File: src/inc/lcdd_defines.svh
// register addresses, field positions, reset values and timing counts of the lcd driver control
// assumes a 16-bit word address and 4-bit data on the cpu side
`ifndef LCDD_DEFINES_SVH
`define LCDD_DEFINES_SVH

`define LCDD_NSEG 60
`define LCDD_NCOM 4
`define LCDD_NWORD 64

`define LCDD_MEM_BASE 16'hf000
`define LCDD_MEM_LAST 16'hf03f
`define LCDD_CTL0_ADDR 16'hff60
`define LCDD_CTL1_ADDR 16'hff61

`define LCDD_CTL0_RESET 4'h0
`define LCDD_CTL1_RESET 4'h0

`define LCDD_SUPPLY_BIT 0
`define LCDD_SPARE_BIT 1
`define LCDD_DUTY_LO_BIT 2
`define LCDD_DUTY_HI_BIT 3
`define LCDD_STATIC_BIT 0
`define LCDD_LIT_BIT 1
`define LCDD_DARK_BIT 2
`define LCDD_CTL1_MASK 4'h7

`define LCDD_CLK_PERIOD_NS 10
`define LCDD_SLOT_TIME_NS 7812500
`define LCDD_SLOT_CYCLES (`LCDD_SLOT_TIME_NS / `LCDD_CLK_PERIOD_NS)

`endif

File: src/inc/lcdd_pkg.sv
// types and the default segment decoder map of the lcd driver control
// assumes lcdd_defines.svh is on the include path
`include "lcdd_defines.svh"

package lcdd_pkg;

	// drive level of a terminal: 0 ground, 1..3 the three generated levels
	typedef logic [1:0] lcdd_lvl_t;

	// one decoder entry: display word in [7:2], bit within the word in [1:0]
	typedef logic [7:0] lcdd_map_t;

	typedef logic [`LCDD_NSEG*`LCDD_NCOM*8-1:0] lcdd_map_vec_t;

	// default decoder: segment s, common c shows word s, bit c
	function automatic lcdd_map_vec_t lcdd_default_map();
		lcdd_map_vec_t m;
		m = '0;
		for (int s = 0; s < `LCDD_NSEG; s++) begin
			for (int c = 0; c < `LCDD_NCOM; c++) begin
				m[(s*`LCDD_NCOM+c)*8 +: 8] = {6'(s), 2'(c)};
			end
		end
		return m;
	endfunction : lcdd_default_map

endpackage : lcdd_pkg

File: src/design/lcdd_ctrl.sv
// lcd driver control: display memory, two control words, common/segment drive level sequencing
// assumes a synchronous cpu port with one-cycle strobes and a 100 MHz reference clock
`timescale 1ns/1ps
`default_nettype none
`include "lcdd_defines.svh"

// Behaviour
// - build-time decoder maps any bit of words f000h..f03fh to any segment/common
// - mapped bit one drives segment lit, zero drives it unlit
// - unmapped display bits remain ordinary read-write storage
// - segment pairs may be dc outputs showing their common-zero display bit
// - each dc terminal is push-pull or low-only open drain by build option
// - build option selects 1/3 bias four levels or 1/2 bias three levels
// - supply bit enables drive levels; clear holds all levels at ground
// - supply bit does not affect dc output terminals
// - duty bits select 1/2, 1/3 or 1/4 duty and commons used
// - frame rate 32 Hz at 1/2 and 1/4 duty, 42.7 Hz at 1/3
// - drive-method bit selects static when one, dynamic when zero
// - force-lit bit shows every lcd segment lit without touching memory
// - force-dark bit shows every lcd segment unlit without touching memory
// - force-lit wins over force-dark
// - top bit of the second control word ignores writes, reads zero
// - spare bit of first control word is plain storage
// - reset clears all control bits
// - supply off puts every common and lcd segment terminal at ground
// - static drive lights a segment when any of its four bits is one
// - both common terminal sets carry identical levels
module lcdd_ctrl #(
	parameter int SLOT_CYCLES = `LCDD_SLOT_CYCLES,
	parameter lcdd_pkg::lcdd_map_vec_t SEG_MAP = lcdd_pkg::lcdd_default_map(),
	parameter logic [`LCDD_NSEG/2-1:0] DC_PAIR = '0,
	parameter logic [`LCDD_NSEG-1:0] OPEN_DRAIN = '0,
	parameter bit HALF_BIAS = 1'b0
) (
	input wire logic ref_clk_i,
	input wire logic rst_i,
	input wire logic [15:0] addr_i,
	input wire logic [3:0] wdata_i,
	input wire logic wr_i,
	input wire logic rd_i,
	output logic [3:0] rdata_o,
	output logic lcd_supply_on_o,
	output logic [2*`LCDD_NCOM-1:0] common_outputs_a_o,
	output logic [2*`LCDD_NCOM-1:0] common_outputs_b_o,
	output logic [2*`LCDD_NSEG-1:0] segment_outputs_o,
	output logic [`LCDD_NSEG-1:0] seg_dc_out_o,
	output logic [`LCDD_NSEG-1:0] seg_dc_oe_o
);
	import lcdd_pkg::*;

	localparam int NSEG = `LCDD_NSEG;
	localparam int NCOM = `LCDD_NCOM;
	localparam int CW = $clog2(SLOT_CYCLES + 1);

	// levels: selected common is the outer level, unselected the inner ones;
	// pol flips every frame so each segment sees zero average voltage
	function automatic lcdd_lvl_t drive_lvl(input logic is_com, input logic on, input logic pol);
		lcdd_lvl_t l;
		if (is_com) begin
			l = on ? (pol ? 2'h3 : 2'h0) : (pol ? 2'h1 : 2'h2);
		end else begin
			l = on ? (pol ? 2'h0 : 2'h3) : (pol ? 2'h2 : 2'h1);
		end
		if (HALF_BIAS && l == 2'h2) begin
			l = 2'h1;
		end
		return l;
	endfunction : drive_lvl

	// display memory is not reset: its contents are undefined until software fills it
	logic [3:0] mem_q [`LCDD_NWORD];
	logic [3:0] ctl0_q;
	logic [3:0] ctl1_q;
	logic [3:0] rdata_q;
	logic [CW-1:0] slot_cnt_q;
	logic half_q;
	logic [1:0] com_q;
	logic pol_q;
	lcdd_lvl_t com_q_lvl [NCOM];
	logic [2*NCOM-1:0] com_lvl_q;
	logic [2*NSEG-1:0] seg_lvl_q;
	logic [NSEG-1:0] dc_out_q;
	logic [NSEG-1:0] dc_oe_q;

	// address decode
	// the whole 64-word window is storage, mapped to a segment or not
	wire sel_mem = addr_i[15:6] == 10'(`LCDD_MEM_BASE >> 6);
	wire sel_c0 = addr_i == `LCDD_CTL0_ADDR;
	wire sel_c1 = addr_i == `LCDD_CTL1_ADDR;
	wire [5:0] mem_idx = addr_i[5:0];
	wire [3:0] rdata_d = sel_mem ? mem_q[mem_idx] : sel_c0 ? ctl0_q : sel_c1 ? ctl1_q : 4'h0;

	// control fields
	wire supply = ctl0_q[`LCDD_SUPPLY_BIT];
	wire duty_sel_high = ctl0_q[`LCDD_DUTY_HI_BIT];
	wire duty_sel_low = ctl0_q[`LCDD_DUTY_LO_BIT];
	wire static_drive_sel = ctl1_q[`LCDD_STATIC_BIT];
	wire force_all_lit = ctl1_q[`LCDD_LIT_BIT];
	wire force_all_dark = ctl1_q[`LCDD_DARK_BIT];
	wire [1:0] last_com = duty_sel_high ? 2'h1 : duty_sel_low ? 2'h2 : 2'h3;

	// frame timing: one slot per 128 Hz tick; 1/2 duty holds each common two ticks
	wire tick = slot_cnt_q == CW'(SLOT_CYCLES - 1);
	wire step = tick & (~duty_sel_high | half_q);
	wire frame_end = step & (com_q >= last_com);

	// control words reset to zero: unpowered, quarter duty, dynamic, normal display
	always_ff @(posedge ref_clk_i) begin
		if (rst_i) begin
			ctl0_q <= `LCDD_CTL0_RESET;
			ctl1_q <= `LCDD_CTL1_RESET;
		end else if (wr_i && sel_c0) begin
			ctl0_q <= wdata_i;
		end else if (wr_i && sel_c1) begin
			ctl1_q <= wdata_i & `LCDD_CTL1_MASK;
		end
	end

	// no reset on purpose: software clears the words anyway, a hardware clear would cost a loop
	always_ff @(posedge ref_clk_i) begin
		if (wr_i && sel_mem) begin
			mem_q[mem_idx] <= wdata_i;
		end
	end

	// read data stands only in the cycle after the strobe
	always_ff @(posedge ref_clk_i) begin
		if (rst_i) begin
			rdata_q <= 4'h0;
		end else begin
			rdata_q <= rd_i ? rdata_d : 4'h0;
		end
	end

	// free-running, so the frame phase does not depend on when the supply came on
	always_ff @(posedge ref_clk_i) begin
		if (rst_i) begin
			slot_cnt_q <= '0;
			half_q <= 1'b0;
		end else begin
			slot_cnt_q <= tick ? '0 : slot_cnt_q + CW'(1);
			half_q <= tick ? ~half_q : half_q;
		end
	end

	always_ff @(posedge ref_clk_i) begin
		if (rst_i) begin
			com_q <= 2'h0;
			pol_q <= 1'b0;
		end else if (step) begin
			com_q <= frame_end ? 2'h0 : com_q + 2'h1;
			pol_q <= frame_end ? ~pol_q : pol_q;
		end
	end

	// segment decoder and segment levels
	logic [NCOM-1:0] seg_bits [NSEG];
	logic [2*NSEG-1:0] seg_lvl_d;
	logic [NSEG-1:0] dc_out_d;
	logic [NSEG-1:0] dc_oe_d;

	for (genvar s = 0; s < NSEG; s++) begin : g_seg
		for (genvar c = 0; c < NCOM; c++) begin : g_bit
			localparam lcdd_map_t ENT = SEG_MAP[(s*NCOM+c)*8 +: 8];
			assign seg_bits[s][c] = mem_q[ENT[7:2]][ENT[1:0]];
		end
		wire shown = static_drive_sel ? |seg_bits[s] : seg_bits[s][com_q];
		wire on = force_all_lit | (~force_all_dark & shown);
		// in static drive an unlit segment copies the common, so the glass sees zero volts
		wire lcdd_lvl_t lvl = static_drive_sel ? drive_lvl(~on, 1'b1, pol_q) : drive_lvl(1'b0, on, pol_q);
		wire is_dc = DC_PAIR[s/2];
		wire dc_bit = seg_bits[s][0];
		assign seg_lvl_d[2*s +: 2] = (supply && !is_dc) ? lvl : 2'h0;
		// dc terminals ignore supply and force bits, they just mirror the common-zero bit
		assign dc_out_d[s] = is_dc & ~OPEN_DRAIN[s] & dc_bit;
		assign dc_oe_d[s] = is_dc & (OPEN_DRAIN[s] ? ~dc_bit : 1'b1);
	end

	// common levels; unused commons in 1/2 and 1/3 duty stay unselected
	logic [2*NCOM-1:0] com_lvl_d;
	for (genvar c = 0; c < NCOM; c++) begin : g_com
		wire sel_now = static_drive_sel | (com_q == 2'(c));
		assign com_q_lvl[c] = drive_lvl(1'b1, sel_now, pol_q);
		assign com_lvl_d[2*c +: 2] = supply ? com_q_lvl[c] : 2'h0;
	end

	// one register stage on every terminal keeps decoder glitches off the pins
	always_ff @(posedge ref_clk_i) begin
		if (rst_i) begin
			com_lvl_q <= '0;
			seg_lvl_q <= '0;
			dc_out_q <= '0;
			dc_oe_q <= '0;
		end else begin
			com_lvl_q <= com_lvl_d;
			seg_lvl_q <= seg_lvl_d;
			dc_out_q <= dc_out_d;
			dc_oe_q <= dc_oe_d;
		end
	end

	// the generator enable is registered too, so it lines up with the first live levels
	logic supply_q;
	always_ff @(posedge ref_clk_i) begin
		if (rst_i) begin
			supply_q <= 1'b0;
		end else begin
			supply_q <= supply;
		end
	end

	assign rdata_o = rdata_q;
	assign lcd_supply_on_o = supply_q;
	assign common_outputs_a_o = com_lvl_q;
	assign common_outputs_b_o = com_lvl_q;
	assign segment_outputs_o = seg_lvl_q;
	assign seg_dc_out_o = dc_out_q;
	assign seg_dc_oe_o = dc_oe_q;

	for (genvar c = 0; c < NCOM; c++) begin : g_com_chk

	end

	// per-terminal checks split by how the terminal was configured at build time
	for (genvar s = 0; s < NSEG; s++) begin : g_chk
		if (!DC_PAIR[s/2]) begin : g_lcd

		end else begin : g_dc

		end
	end
endmodule : lcdd_ctrl
`default_nettype wire

File: config.mk
export PLATFORM = sky130hd
export DESIGN_NAME = lcdd_ctrl
export DESIGN_NICKNAME = d
export VERILOG_FILES = /design/src/inc/lcdd_pkg.sv /design/src/design/lcdd_ctrl.sv
export VERILOG_INCLUDE_DIRS = /design/src /design/src/inc
export SDC_FILE = /design/constraint.sdc
export NUM_CORES = 1
export LEC_CHECK = 0
export BUFFER_PORTS_ARGS = -buffer_cell sky130_fd_sc_hd__buf_2
export CAP_MARGIN = 20
export CELL_PAD_IN_SITES_DETAIL_PLACEMENT = 0
export CELL_PAD_IN_SITES_GLOBAL_PLACEMENT = 1
export CORE_ASPECT_RATIO = 0.9
export CORE_MARGIN = 4
export CORE_UTILIZATION = 42
export CTS_CLUSTER_DIAMETER = 30
export CTS_CLUSTER_SIZE = 8
export DETAILED_ROUTE_END_ITERATION = 12
export GPL_ROUTABILITY_DRIVEN = 0
export PLACE_DENSITY_LB_ADDON = 0.25
export SYNTH_ARGS = -nofsm -noshare
export SYNTH_HDL_FRONTEND = slang
export SYNTH_SLANG_ARGS = --single-unit
File: constraint.sdc
create_clock -name ref_clk_i -period 2.15 [get_ports ref_clk_i]
set_input_delay 0.43 -clock ref_clk_i [delete_from_list [all_inputs] [get_ports ref_clk_i]]
set_output_delay 0.43 -clock ref_clk_i [all_outputs]
set_load 0.02 [all_outputs]
==> PnR_summary.wiki, run 1 <==
{| class="wikitable"
! Metric !! Value
|-
| Via total after detailed routing || 14.1k
|-
| Share of the synthesized area in the top cell type || 39.9%
|-
| Total global-route track usage || 23.0%
|-
| Fill count || 3794
|-
| Worst setup SP type || register
|-
| Total CTS buffers || 92
|-
| Average size of a mapped cell || 12.1 µm²
|-
| Vias in the first global route || 13.5k
|-
| Routed length per instance || 22.6 µm
|-
| Wire length of the first global-routing pass || 85300 µm
|-
| Switching pwr || 0.00492 W
|-
| Leftover overflow at the end of global routing || 0
|-
| TNS Setup || -0.00964 ns
|-
| Vertical die dimension || 211 µm
|-
| Number of enable flip-flop cells after synthesis || 256
|-
| Max incr delay on CP || 0.50 ns
|-
| Combinational power share || 4.1%
|-
| Highest ir drop seen on vdd || 0.584 mV
|-
| Num Clock Sinks || 417
|-
| Number of remaining DRC errors || 0
|-
| Areal power density over the cells || 922 mW/mm²
|-
| Core Rows || 74
|-
| Count of inserted antenna diode cells || 0
|-
| Hold WC Path Type || in -> reg
|-
| Share of cells above drive strength 1 || 37.1%
|-
| Final Max Tran Viols || 0
|-
| Summed instance area of the synthesized netlist || 0.0193 mm²
|-
| Run status || complete, but fails checks
|-
| Power share of the sequential group || 36.6%
|-
| Die X || 234 µm
|-
| Setup CP Type || reg -> reg
|-
| Cells after synthesis || 1588
|-
| Largest net degree at the start of global routing || 67
|-
| Max-capacitance violation count || 0
|-
| Io pins || 285
|-
| Total of flip-flops plus latches after synthesis || 417
|-
| Placed wire-length estimate after detailed placement || 39900 µm
|-
| Placeable Area || 0.0454 mm²
|-
| Sw Ratio || 21.2%
|-
| Most common cell after layout, fill and taps aside || sky130_fd_sc_hd__edfxtp_1
|-
| Warning count from the yosys run || 0
|-
| Arr. time, crit path || 2.61 ns
|-
| Number of input and output port buffers inserted || 164
|-
| Clock edge transition at the registers on the reported setup and hold paths || 0.04 ns
|-
| Most used cells in the layout excluding fill and tap cells || 256 x sky130_fd_sc_hd__edfxtp_1, 209 x sky130_fd_sc_hd__nor2_1, 163 x sky130_fd_sc_hd__buf_2, 153 x sky130_fd_sc_hd__dfxtp_1, 120 x sky130_fd_sc_hd__conb_1
|-
| Final Hold Viols || 0
|-
| Sequential cell area fraction in the yosys report || 56.6%
|-
| Number of distinct library cells after synthesis || 58
|-
| Antenna-violating nets left || 0
|-
| Synth top area cells || sky130_fd_sc_hd__edfxtp_1 40%, sky130_fd_sc_hd__dfxtp_1 17%, sky130_fd_sc_hd__mux4_2 9.6%
|-
| Crit path max-delay family || multiplexers
|-
| Main combinational cell family by area after synthesis || multiplexers
|-
| Violations in the final reports || setup timing
|-
| Hold-fix buffer count after cts || 0
|-
| Internal power || 0.0183 W
|-
| Area share of and/or/nand/nor cells after synthesis || 11.2%
|-
| Number of buffers on the longest clock path || 3
|-
| Clock skew after layout || 0.0147 ns
|-
| Maximum net fanout on the critical path || 7
|-
| Required time at the worst-slack endpoint || 2.60 ns
|-
| Peak Freq || 463 MHz
|-
| Count of final setup violators || 1
|-
| Worst-path cell chain || buf_12 > buf_12 > mux4_2 > a21oi_2 > buf_6 > nor2_1 > nor2_1 > xor2_1 > o21ai_0
|-
| Initial detailed-routing violation count || 1248
|-
| Worst max-slew margin expressed relative to the limit || 52.3%
|-
| Tcrit/Tclk final || 100%
|-
| Total iterations of the first detailed-routing run || 6
|-
| Final Critical Period || 2.16 ns
|-
| Biggest area consumer among synthesized cells || sky130_fd_sc_hd__edfxtp_1
|-
| Slew at the pin closest to its max-slew limit || 0.716 ns
|-
| Post-Synth Adder-Cell Area || 0.519%
|-
| Clock power frac || 59.3%
|-
| Slack of the critical path || -0.00964 ns
|-
| Fraction of the mapped netlist area in compound gates || 8.32%
|-
| Nets || 1921
|-
| Final std cell area, no fill || 0.0252 mm²
|-
| Unrepaired setup endpoints after global routing || true
|-
| Htree depth || 3
|-
| Clk root buf || sky130_fd_sc_hd__clkbuf_16
|-
| Total length of routed wires || 58000 µm
|-
| XOR/XNOR share of the synthesized area || 3.64%
|-
| Placed cell area || 0.0216 mm²
|-
| Primary flip-flop cell chosen by synthesis mapping || sky130_fd_sc_hd__edfxtp_1
|-
| Die Outline Area || 0.0494 mm²
|-
| Count of buffering cells on the critical path with inverters included || 3
|-
| Mux cell area share after synthesis || 11.9%
|-
| Crit path max-delay cell type || sky130_fd_sc_hd__mux4_2
|-
| Worst Setup End Kind || register
|-
| Initial antenna violation count || 2
|-
| Via density || 5.47
|-
| TritonCTS clock tree || yes
|-
| Initial Util || 42.5%
|-
| Clk Latency, worst-skew pair || 0.61 ns
|-
| Synth-to-layout area growth || 30.8%
|-
| Proportion of register bits with asynchronous set or reset after synthesis || 0%
|-
| Static power due to leakage || 9.74 nW
|}
## repair_timing
action / 4_1_cts / 5_1_grt
setup buffers: 2 / 4
hold endpoints to repair: 0 / 0
cloned: 2 / 4
endpoints found under the setup margin: 27 / 110
gates resized for setup: 15 / 69
pin swaps: 3 / 12
## registers in the layout, summed over array words and instances, names as in the netlist
| signal | flops |
|---|---|
| common_outputs_a_o | 5 |
| com_q | 2 |
| ctl0_q | 4 |
| pol_q | 1 |
| slot_cnt_q | 20 |
| segment_outputs_o | 120 |
| half_q | 1 |
| ctl1_q | 3 |
| rdata_o | 4 |
| lcd_supply_on_o | 1 |
| mem_q | 256 |
## cell type report
type	count	area, µm²	area share [%]
flip-flops and latches	417	10900	43.3
multi-input cells	1042	7790	30.9
clock buffers	117	2590	10.3
repair buffers	327	2590	10.3
well taps	608	761	3.02
clock inverters	49	510	2.03
inverters	9	33.8	0.134
## logic make-up after synthesis
| kind of cell | after synthesis |
|---|---|
| other | 1 |
| multiplexers | 124 |
| adder cells (fa/ha/maj) | 8 |
| flip-flops | 417 |
| AO/OA/AOI/OAI | 255 |
| XOR/XNOR | 80 |
| AND/OR/NAND/NOR | 455 |
| buffers and inverters | 248 |
## metal layers
layer  track usage (%)  vias to the layer above  wire, µm
li1                  -                     6272         -
met1              32.9                     6940     25000
met2              34.2                      735     25900
met3              6.35                      116      5500
met4              7.11                        2      1600
met5                 0                        -        11
## per-stage QoR
stage | power, W | utilization [%] | std cells | hold WS, ns | setup slack [ns]
3_5_place_dp | 0.00956 | 47.5 | 2392 | 0.452 | -0.469
5_1_grt | 0.0239 | 55.6 | 2569 | 0.193 | -0.117
3_3_place_gp | 0.00956 | 47.5 | 2392 | 0.450 | -0.429
2_1_floorplan | 0.00933 | - | 1707 | 0.430 | -0.0478
4_1_cts | 0.0233 | 54.7 | 2562 | 0.169 | -0.00187
6_report | 0.0232 | 55.6 | 2569 | 0.191 | -0.00964
## cell usage after synthesis, types with 6 or more instances
cell type                  number
sky130_fd_sc_hd__ha_1           8
sky130_fd_sc_hd__and3_1         6
sky130_fd_sc_hd__mux2i_1       17
sky130_fd_sc_hd__buf_1         17
sky130_fd_sc_hd__inv_1          8
sky130_fd_sc_hd__buf_2         23
sky130_fd_sc_hd__mux4_2        82
sky130_fd_sc_hd__nand3_1       22
sky130_fd_sc_hd__nand2_1       26
sky130_fd_sc_hd__clkbuf_1      58
sky130_fd_sc_hd__a21oi_1       85
sky130_fd_sc_hd__or4_1         61
sky130_fd_sc_hd__o22ai_1       13
sky130_fd_sc_hd__xnor2_1       10
sky130_fd_sc_hd__o21ai_0       70
sky130_fd_sc_hd__a22oi_1       15
sky130_fd_sc_hd__a221oi_1      49
sky130_fd_sc_hd__mux2_2        25
sky130_fd_sc_hd__nor2b_1        7
sky130_fd_sc_hd__nand2b_1       8
sky130_fd_sc_hd__dfxtp_1      161
sky130_fd_sc_hd__or3_1          8
sky130_fd_sc_hd__edfxtp_1     256
sky130_fd_sc_hd__o22a_1         7
sky130_fd_sc_hd__xor2_1        70
sky130_fd_sc_hd__buf_4        137
sky130_fd_sc_hd__nor2_1       285
## power groups by stage
stage / Combinational, W / Sequential, W / Clock [W]
2_1_floorplan: 0.000678 / 0.00865 / 0
5_1_grt: 0.00101 / 0.00850 / 0.0144
6_report: 0.000952 / 0.00851 / 0.0138
3_5_place_dp: 0.000911 / 0.00865 / 0
3_3_place_gp: 0.000910 / 0.00865 / 0
4_1_cts: 0.000914 / 0.00851 / 0.0139
## worst paths after layout
check / cells past startpoint / slack (ns) / endpoint / startpoint
min reg2reg: 2 / 0.46 / ctl0_q[1] / ctl0_q[1]
max: 9 / -0.01 / segment_outputs_o[112] / com_q[0]
min: 3 / 0.19 / ctl1_q[2] / rst_i
max reg2reg: 9 / -0.01 / segment_outputs_o[112] / com_q[0]
## worst register-to-register path: stages, from the launching register on
cell and delay [ns]:
sky130_fd_sc_hd__dfxtp_4 0.38, sky130_fd_sc_hd__buf_12 0.16, sky130_fd_sc_hd__buf_12 0.15, sky130_fd_sc_hd__mux4_2 0.51
sky130_fd_sc_hd__a21oi_2 0.14, sky130_fd_sc_hd__buf_6 0.14, sky130_fd_sc_hd__nor2_1 0.05, sky130_fd_sc_hd__nor2_1 0.14
sky130_fd_sc_hd__xor2_1 0.25, sky130_fd_sc_hd__o21ai_0 0.10
Power figures use the tool's default switching activity.
==> run 2: changes to the inputs <==
--- a/config.mk
+++ b/config.mk
@@ -12,7 +12,7 @@
 export CELL_PAD_IN_SITES_GLOBAL_PLACEMENT = 1
 export CORE_ASPECT_RATIO = 0.9
 export CORE_MARGIN = 4
-export CORE_UTILIZATION = 42
+export CORE_UTILIZATION = 44
 export CTS_CLUSTER_DIAMETER = 30
 export CTS_CLUSTER_SIZE = 8
 export DETAILED_ROUTE_END_ITERATION = 12
==> constraint.sdc (replaced) <==
create_clock -name ref_clk_i -period 2.2 [get_ports ref_clk_i]
set_input_delay 0.44 -clock ref_clk_i [delete_from_list [all_inputs] [get_ports ref_clk_i]]
set_output_delay 0.44 -clock ref_clk_i [all_outputs]
set_load 0.02 [all_outputs]
==> run 2 against run 1 <==
The flow now finishes without violations. Via count rose by 2.9%. Design area fell by 0.49%. Flip-flop and latch count did not move. Critical path type unchanged. Critical endpoint is now segment_outputs_o[98]. Largest power group unchanged.
==> PnR_summary.wiki, run 2 (synthesized netlist as in run 1, its figures left out) <==
{| class="wikitable"
! Metric !! Value
|-
| Run status || finished clean (was complete, but fails checks)
|-
| Crit path max-delay cell type || sky130_fd_sc_hd__mux4_2 (unchanged)
|-
| Via density || 5.59 (was 5.47)
|-
| Placeable Area || 0.0432 mm² (was 0.0454 mm²)
|-
| Worst Setup End Kind || register (unchanged)
|-
| Combined area of the multi-input logic cells || 0.00751 mm² (was 0.00779 mm²)
|-
| Areal power density over the cells || 847 mW/mm² (was 922 mW/mm²)
|-
| Clk root buf || sky130_fd_sc_hd__clkbuf_16 (unchanged)
|-
| Die X || 229 µm (was 234 µm)
|-
| Synth-to-layout area growth || 30.2% (was 30.8%)
|-
| Routed length per instance || 22.9 µm (was 22.6 µm)
|-
| Register with the most flip-flops || mem_q (unchanged)
|-
| Final Max Tran Viols || 0 (unchanged)
|-
| Total length of routed wires || 59400 µm (was 58000 µm)
|-
| Via total after detailed routing || 14.5k (was 14.1k)
|-
| Internal power || 0.0166 W (was 0.0183 W)
|-
| Switching pwr || 0.00468 W (was 0.00492 W)
|-
| Place WS || -0.553 ns (was -0.469 ns)
|-
| TritonCTS clock tree || yes (unchanged)
|-
| Io pins || 285 (unchanged)
|-
| Most used cells in the layout excluding fill and tap cells || 282 x sky130_fd_sc_hd__nor2_1, 256 x sky130_fd_sc_hd__edfxtp_1, 209 x sky130_fd_sc_hd__buf_4, 164 x sky130_fd_sc_hd__buf_2, 155 x sky130_fd_sc_hd__dfxtp_1 (was 256 x sky130_fd_sc_hd__edfxtp_1, 209 x sky130_fd_sc_hd__nor2_1, 163 x sky130_fd_sc_hd__buf_2, 153 x sky130_fd_sc_hd__dfxtp_1, 120 x sky130_fd_sc_hd__conb_1)
|-
| Tcrit/Tclk final || 97.7% (was 100%)
|-
| Combinational power share || 4.5% (was 4.1%)
|-
| Arr. time, crit path || 2.60 ns (was 2.61 ns)
|-
| Max-capacitance violation count || 0 (unchanged)
|-
| Initial detailed-routing violation count || 1534 (was 1248)
|-
| Clock skew after layout || 0.0139 ns (was 0.0147 ns)
|-
| Max incr delay on CP || 0.48 ns (was 0.50 ns)
|-
| Final Hold Viols || 0 (unchanged)
|-
| Clk Latency, worst-skew pair || 0.61 ns (about the same)
|-
| Final Critical Period || 2.15 ns (was 2.16 ns)
|-
| Worst max-slew margin expressed relative to the limit || 52.0% (was 52.3%)
|-
| Total CTS buffers || 85 (was 92)
|-
| Required time at the worst-slack endpoint || 2.65 ns (was 2.60 ns)
|-
| Slack of the critical path || 0.0515 ns (was -0.00964 ns)
|-
| Num Clock Sinks || 417 (unchanged)
|-
| Core Rows || 72 (was 74)
|-
| Number of input and output port buffers inserted || 164 (unchanged)
|-
| Most common cell after layout, fill and taps aside || sky130_fd_sc_hd__nor2_1 (was sky130_fd_sc_hd__edfxtp_1)
|-
| Count of final setup violators || 0 (was 1)
|-
| Count of inserted antenna diode cells || 0 (unchanged)
|-
| Highest ir drop seen on vdd || 0.568 mV (was 0.584 mV)
|-
| Unrepaired setup endpoints after global routing || true (unchanged)
|-
| Share of cells above drive strength 1 || 34.5% (was 37.1%)
|-
| Max reg flops || 256 (unchanged)
|-
| Worst-path cell chain || buf_12 > buf_4 > mux4_2 > a21oi_1 > nor2_1 > nor2_1 > xor2_1 > o21ai_0 (was buf_12 > buf_12 > mux4_2 > a21oi_2 > buf_6 > nor2_1 > nor2_1 > xor2_1 > o21ai_0)
|-
| Peak Freq || 465 MHz (was 463 MHz)
|-
| Largest net degree at the start of global routing || 67 (unchanged)
|-
| Nets || 2000 (was 1921)
|-
| Number of buffers on the longest clock path || 3 (unchanged)
|-
| Htree depth || 3 (unchanged)
|-
| Die Outline Area || 0.0472 mm² (was 0.0494 mm²)
|-
| Clock power frac || 56.3% (was 59.3%)
|-
| Total iterations of the first detailed-routing run || 5 (was 6)
|-
| Slew at the pin closest to its max-slew limit || 0.720 ns (was 0.716 ns)
|-
| Antenna-violating nets left || 0 (unchanged)
|-
| Hold-fix buffer count after cts || 0 (unchanged)
|-
| Wire length of the first global-routing pass || 87400 µm (was 85300 µm)
|-
| Critical Path Most Common Cell || sky130_fd_sc_hd__nor2_1
|-
| Power share of the sequential group || 39.1% (was 36.6%)
|-
| Vias in the first global route || 13.8k (was 13.5k)
|-
| Placed cells || 2420 (was 2392)
|-
| Number of remaining DRC errors || 0 (unchanged)
|-
| Maximum net fanout on the critical path || 7 (unchanged)
|-
| Initial antenna violation count || 0 (was 2)
|-
| Worst setup SP type || register (unchanged)
|-
| Static power due to leakage || 9.99 nW (was 9.74 nW)
|-
| Placed wire-length estimate after detailed placement || 42000 µm (was 39900 µm)
|-
| WHS || 0.198 ns (was 0.191 ns)
|-
| Leftover overflow at the end of global routing || 0 (unchanged)
|-
| Fill count || 3493 (was 3794)
|-
| Final cell count without fillers || 2589 (was 2569)
|-
| Initial Util || 44.7% (was 42.5%)
|-
| Vertical die dimension || 207 µm (was 211 µm)
|-
| Footprint of the flip-flops and latches || 0.0109 mm² (about the same)
|-
| Setup CP Type || reg -> reg (unchanged)
|-
| Hold WC Path Type || in -> reg (unchanged)
|-
| Total global-route track usage || 24.3% (was 23.0%)
|-
| Crit path max-delay family || compound AO/OA/AOI/OAI gates (was multiplexers)
|-
| Clock edge transition at the registers on the reported setup and hold paths || 0.05 ns (was 0.04 ns)
|-
| Count of buffering cells on the critical path with inverters included || 2 (was 3)
|-
| Sw Ratio || 22.0% (was 21.2%)
|}
## run 2: changes by cell type in the layout (fill, tap and decap cells not counted), moves of 12 or more
cell / previous run / this run
sky130_fd_sc_hd__a21oi_1: 45 / 57
sky130_fd_sc_hd__buf_4: 119 / 209
sky130_fd_sc_hd__clkbuf_16: 102 / 90
sky130_fd_sc_hd__nor2_1: 209 / 282
sky130_fd_sc_hd__nor2_2: 75 / 4
## run 2: through the flow
stage	total power (W)	TNS (ns)	area (µm²)	util, %
floorplan	0.00911	-4.77	19700	-
global placement	0.00939	-56.57	21900	50.8
detailed placement	0.00939	-60.43	21900	50.8
CTS	0.0214	0	24700	57.3
global route	0.0219	-0.255	25100	58.1
finish	0.0213	0	25100	58.1
## run 2: layout make-up
cell class | count | area share (%)
Timing Repair Buffer | 413 | 12.7
Clock inverter | 42 | 1.72
Tap cell | 555 | 2.77
Sequential cell | 417 | 43.5
Inverter | 9 | 0.135
Multi-Input combinational cell | 1042 | 29.9
Clock buffer | 111 | 9.20
## run 2: worst min-delay path, delay by kind of cell
| kind | cells | cell delay [ns] |
|---|---|---|
| buffers and inverters | 2 | 0.27 |
| AOI/OAI and AO/OA | 1 | 0.06 |
## run 2: routing by layer
metal	wire length, µm	track usage, %
met2	27000	37.8
met4	1750	8.11
met3	6220	6.79
met1	24500	33.2
met5	0	0
## run 2: repair_timing
action,in CTS,in global routing
setup buffers,3,10
cloned,0,3
setup endpoints to repair,9,78
pin swaps,0,3
gates resized for setup,6,42
## run 2: power by group through the flow
stage                     clock network (W)  logic, W  registers [W]
after CTS                            0.0121  0.000944        0.00832
final                                0.0120  0.000965        0.00832
after global routing                 0.0125   0.00101        0.00831
after global placement                    0  0.000934        0.00845
after detailed placement                  0  0.000939        0.00845
after floorplan                           0  0.000653        0.00846
## run 2: worst paths after layout
kind / startpoint / endpoint / slack, ns / cells after the start
hold reg to reg: ctl0_q[1] / ctl0_q[1] / 0.47 / 2
setup reg to reg: com_q[0] / segment_outputs_o[98] / 0.05 / 8
hold / removal: rst_i / com_q[0] / 0.20 / 3
setup / recovery: com_q[0] / segment_outputs_o[98] / 0.05 / 8
==> run 3: changes to the inputs <==
==> constraint.sdc (replaced) <==
create_clock -name ref_clk_i -period 2.3 [get_ports ref_clk_i]
set_input_delay 0.46 -clock ref_clk_i [delete_from_list [all_inputs] [get_ports ref_clk_i]]
set_output_delay 0.46 -clock ref_clk_i [all_outputs]
set_load 0.02 [all_outputs]
==> run 3 against run 2 <==
Count of clock-buffer cells in the layout rose by 5. Worst hold slack improved by 0.035 ns. Maximum frequency fell by 3.0%. Via count is 2.6% lower. Die area did not move. Sequential share of layout area is 0.72 points higher. Combinational power down 9.7%. Register-to-register slack improved by 0.03 ns. Clock power about the same. Critical path type unchanged. Largest power group unchanged.
==> PnR_summary.wiki, run 3 (synthesized netlist as in run 1, its figures left out) <==
{| class="wikitable"
! Metric !! Value
|-
| Total iterations of the first detailed-routing run || 5 (unchanged)
|-
| Maximum net fanout on the critical path || 6 (was 7)
|-
| Place WS || -0.258 ns (was -0.553 ns)
|-
| Final std cell area, no fill || 0.0247 mm² (was 0.0251 mm²)
|-
| Highest ir drop seen on vdd || 0.510 mV (was 0.568 mV)
|-
| Critical Path Most Common Cell || sky130_fd_sc_hd__nor2_1 (unchanged)
|-
| Num Clock Sinks || 417 (unchanged)
|-
| Antenna-violating nets left || 0 (unchanged)
|-
| Die X || 229 µm (unchanged)
|-
| Core Rows || 72 (unchanged)
|-
| Static power due to leakage || 9.79 nW (was 9.99 nW)
|-
| Final Hold Viols || 0 (unchanged)
|-
| Run status || finished clean (unchanged)
|-
| Register with the most flip-flops || mem_q (unchanged)
|-
| Count of buffering cells on the critical path with inverters included || 3 (was 2)
|-
| Clk Latency, worst-skew pair || 0.60 ns (was 0.61 ns)
|-
| TritonCTS clock tree || yes (unchanged)
|-
| Tcrit/Tclk final || 96.3% (was 97.7%)
|-
| Arr. time, crit path || 2.67 ns (was 2.60 ns)
|-
| Unrepaired setup endpoints after global routing || false (was true)
|-
| Wire length of the first global-routing pass || 84500 µm (was 87400 µm)
|-
| Largest net degree at the start of global routing || 73 (was 67)
|-
| Launch instance of the worst register-to-register path || com_q[0] (unchanged)
|-
| Final Critical Period || 2.21 ns (was 2.15 ns)
|-
| Total length of routed wires || 57300 µm (was 59400 µm)
|-
| Required time at the worst-slack endpoint || 2.75 ns (was 2.65 ns)
|-
| Initial detailed-routing violation count || 1423 (was 1534)
|-
| Placed cell area || 0.0216 mm² (was 0.0219 mm²)
|-
| Count of inserted antenna diode cells || 0 (unchanged)
|-
| Areal power density over the cells || 850 mW/mm² (was 847 mW/mm²)
|-
| Vertical die dimension || 207 µm (unchanged)
|-
| Hold WC Path Type || in -> reg (unchanged)
|-
| Crit path max-delay cell type || sky130_fd_sc_hd__mux4_2 (unchanged)
|-
| Launch point of the worst path || com_q[0] (unchanged)
|-
| Most common cell after layout, fill and taps aside || sky130_fd_sc_hd__nor2_1 (unchanged)
|-
| Count of final setup violators || 0 (unchanged)
|-
| Crit path max-delay family || multiplexers (was compound AO/OA/AOI/OAI gates)
|-
| Leftover overflow at the end of global routing || 0 (unchanged)
|-
| Worst-path cell chain || buf_12 > clkbuf_16 > mux4_2 > a21oi_2 > buf_4 > nor2_1 > nor2_1 > xor2_1 > o21ai_0 (was buf_12 > buf_4 > mux4_2 > a21oi_1 > nor2_1 > nor2_1 > xor2_1 > o21ai_0)
|-
| Number of remaining DRC errors || 0 (unchanged)
|-
| Placeable Area || 0.0432 mm² (unchanged)
|-
| Die Outline Area || 0.0472 mm² (unchanged)
|-
| Routed length per instance || 22.6 µm (was 22.9 µm)
|-
| Clock skew after layout || 0.0244 ns (was 0.0139 ns)
|-
| Hold-fix buffer count after cts || 0 (unchanged)
|-
| Worst max-slew margin expressed relative to the limit || 53.3% (was 52.0%)
|-
| Initial Util || 44.7% (unchanged)
|-
| Clock edge transition at the registers on the reported setup and hold paths || 0.04 ns (was 0.05 ns)
|-
| Placed wire-length estimate after detailed placement || 40200 µm (was 42000 µm)
|-
| Via total after detailed routing || 14.1k (was 14.5k)
|-
| Final Max Tran Viols || 0 (unchanged)
|-
| Worst Setup End Kind || register (unchanged)
|-
| Number of input and output port buffers inserted || 164 (unchanged)
|-
| Max incr delay on CP || 0.50 ns (was 0.48 ns)
|-
| Initial antenna violation count || 1 (was 0)
|-
| Most used cells in the layout excluding fill and tap cells || 284 x sky130_fd_sc_hd__nor2_1, 256 x sky130_fd_sc_hd__edfxtp_1, 164 x sky130_fd_sc_hd__buf_2, 163 x sky130_fd_sc_hd__buf_4, 155 x sky130_fd_sc_hd__dfxtp_1 (was 282 x sky130_fd_sc_hd__nor2_1, 256 x sky130_fd_sc_hd__edfxtp_1, 209 x sky130_fd_sc_hd__buf_4, 164 x sky130_fd_sc_hd__buf_2, 155 x sky130_fd_sc_hd__dfxtp_1)
|-
| TNS Setup || 0 ns (unchanged)
|-
| Slew at the pin closest to its max-slew limit || 0.698 ns (was 0.720 ns)
|-
| Overall power consumption || 0.0210 W (was 0.0213 W)
|-
| Via density || 5.55 (was 5.59)
|-
| Nets || 1949 (was 2000)
|-
| Htree depth || 3 (unchanged)
|-
| Io pins || 285 (unchanged)
|-
| Max-capacitance violation count || 0 (unchanged)
|-
| Total CTS buffers || 86 (was 85)
|-
| Clk root buf || sky130_fd_sc_hd__clkbuf_16 (unchanged)
|-
| Slack of the critical path || 0.0857 ns (was 0.0515 ns)
|-
| Share of cells above drive strength 1 || 32.3% (was 34.5%)
|-
| Synth-to-layout area growth || 28.1% (was 30.2%)
|-
| Peak Freq || 452 MHz (was 465 MHz)
|-
| Launch point of the worst hold path || rst_i (unchanged)
|-
| Number of buffers on the longest clock path || 3 (unchanged)
|-
| Vias in the first global route || 13.5k (was 13.8k)
|-
| Max reg flops || 256 (unchanged)
|-
| Finished Core Util || 57.2% (was 58.1%)
|-
| Worst setup SP type || register (unchanged)
|-
| Total global-route track usage || 23.5% (was 24.3%)
|-
| Setup CP Type || reg -> reg (unchanged)
|}
==> run 3: repair_timing <==
action | 4_1_cts | 5_1_grt
endpoints found under the hold margin | 0 | 0
endpoints found under the setup margin | 4 | 21
resized for setup | 2 | 16
cloned | 0 | 1
setup buffers | 1 | 4
pin swaps | 0 | 1
==> run 3: path summary, 6_finish.rpt <==
path	to	slack [ns]	cells after the start
worst max-delay path	segment_outputs_o[60]	0.09	9
worst min register to register	slot_cnt_q[0]	0.46	1
worst min-delay path	com_q[0]	0.23	3
worst max register to register	segment_outputs_o[60]	0.09	9
==> run 3: power by group <==
| part | switching [W] | internal, W |
|---|---|---|
| Sequential | 0.00000446 | 0.00795 |
| Combinational | 0.000590 | 0.000281 |
| Clock | 0.00385 | 0.00831 |
==> run 3: cell type report <==
| class | instances | area [µm²] |
|---|---|---|
| Clock inverter | 38 | 432 |
| Sequential cell | 417 | 10900 |
| Inverter | 9 | 33.8 |
| Clock buffer | 116 | 2480 |
| Multi-Input combinational cell | 1042 | 7380 |
| Tap cell | 555 | 694 |
| Fill cell | 3482 | 18500 |
| Timing Repair Buffer | 361 | 2730 |
==> run 3: through the flow <==
step	cells	hold slack, ns
floorplan	1707	0.430
CTS	2533	0.203
detailed placement	2378	0.458
global placement	2378	0.445
finish	2538	0.233
global route	2538	0.227
==> run 3: worst reg2reg max path, delay by kind of cell (launching register included) <==
kind	cells	cell delay (ns)
simple gates	2	0.16
buf+inv	3	0.48
flops	1	0.40
mux	1	0.50
compound gates	2	0.31
xor+xnor	1	0.22
==> run 3: metal layers <==
layer	vias to the layer above	track usage (%)	part of all wire [%]
met2	734	35.9	44
met4	0	8.37	3.2
li1	6327	-	-
met3	119	6.19	10
met1	6916	32.9	43
met5	-	0	0
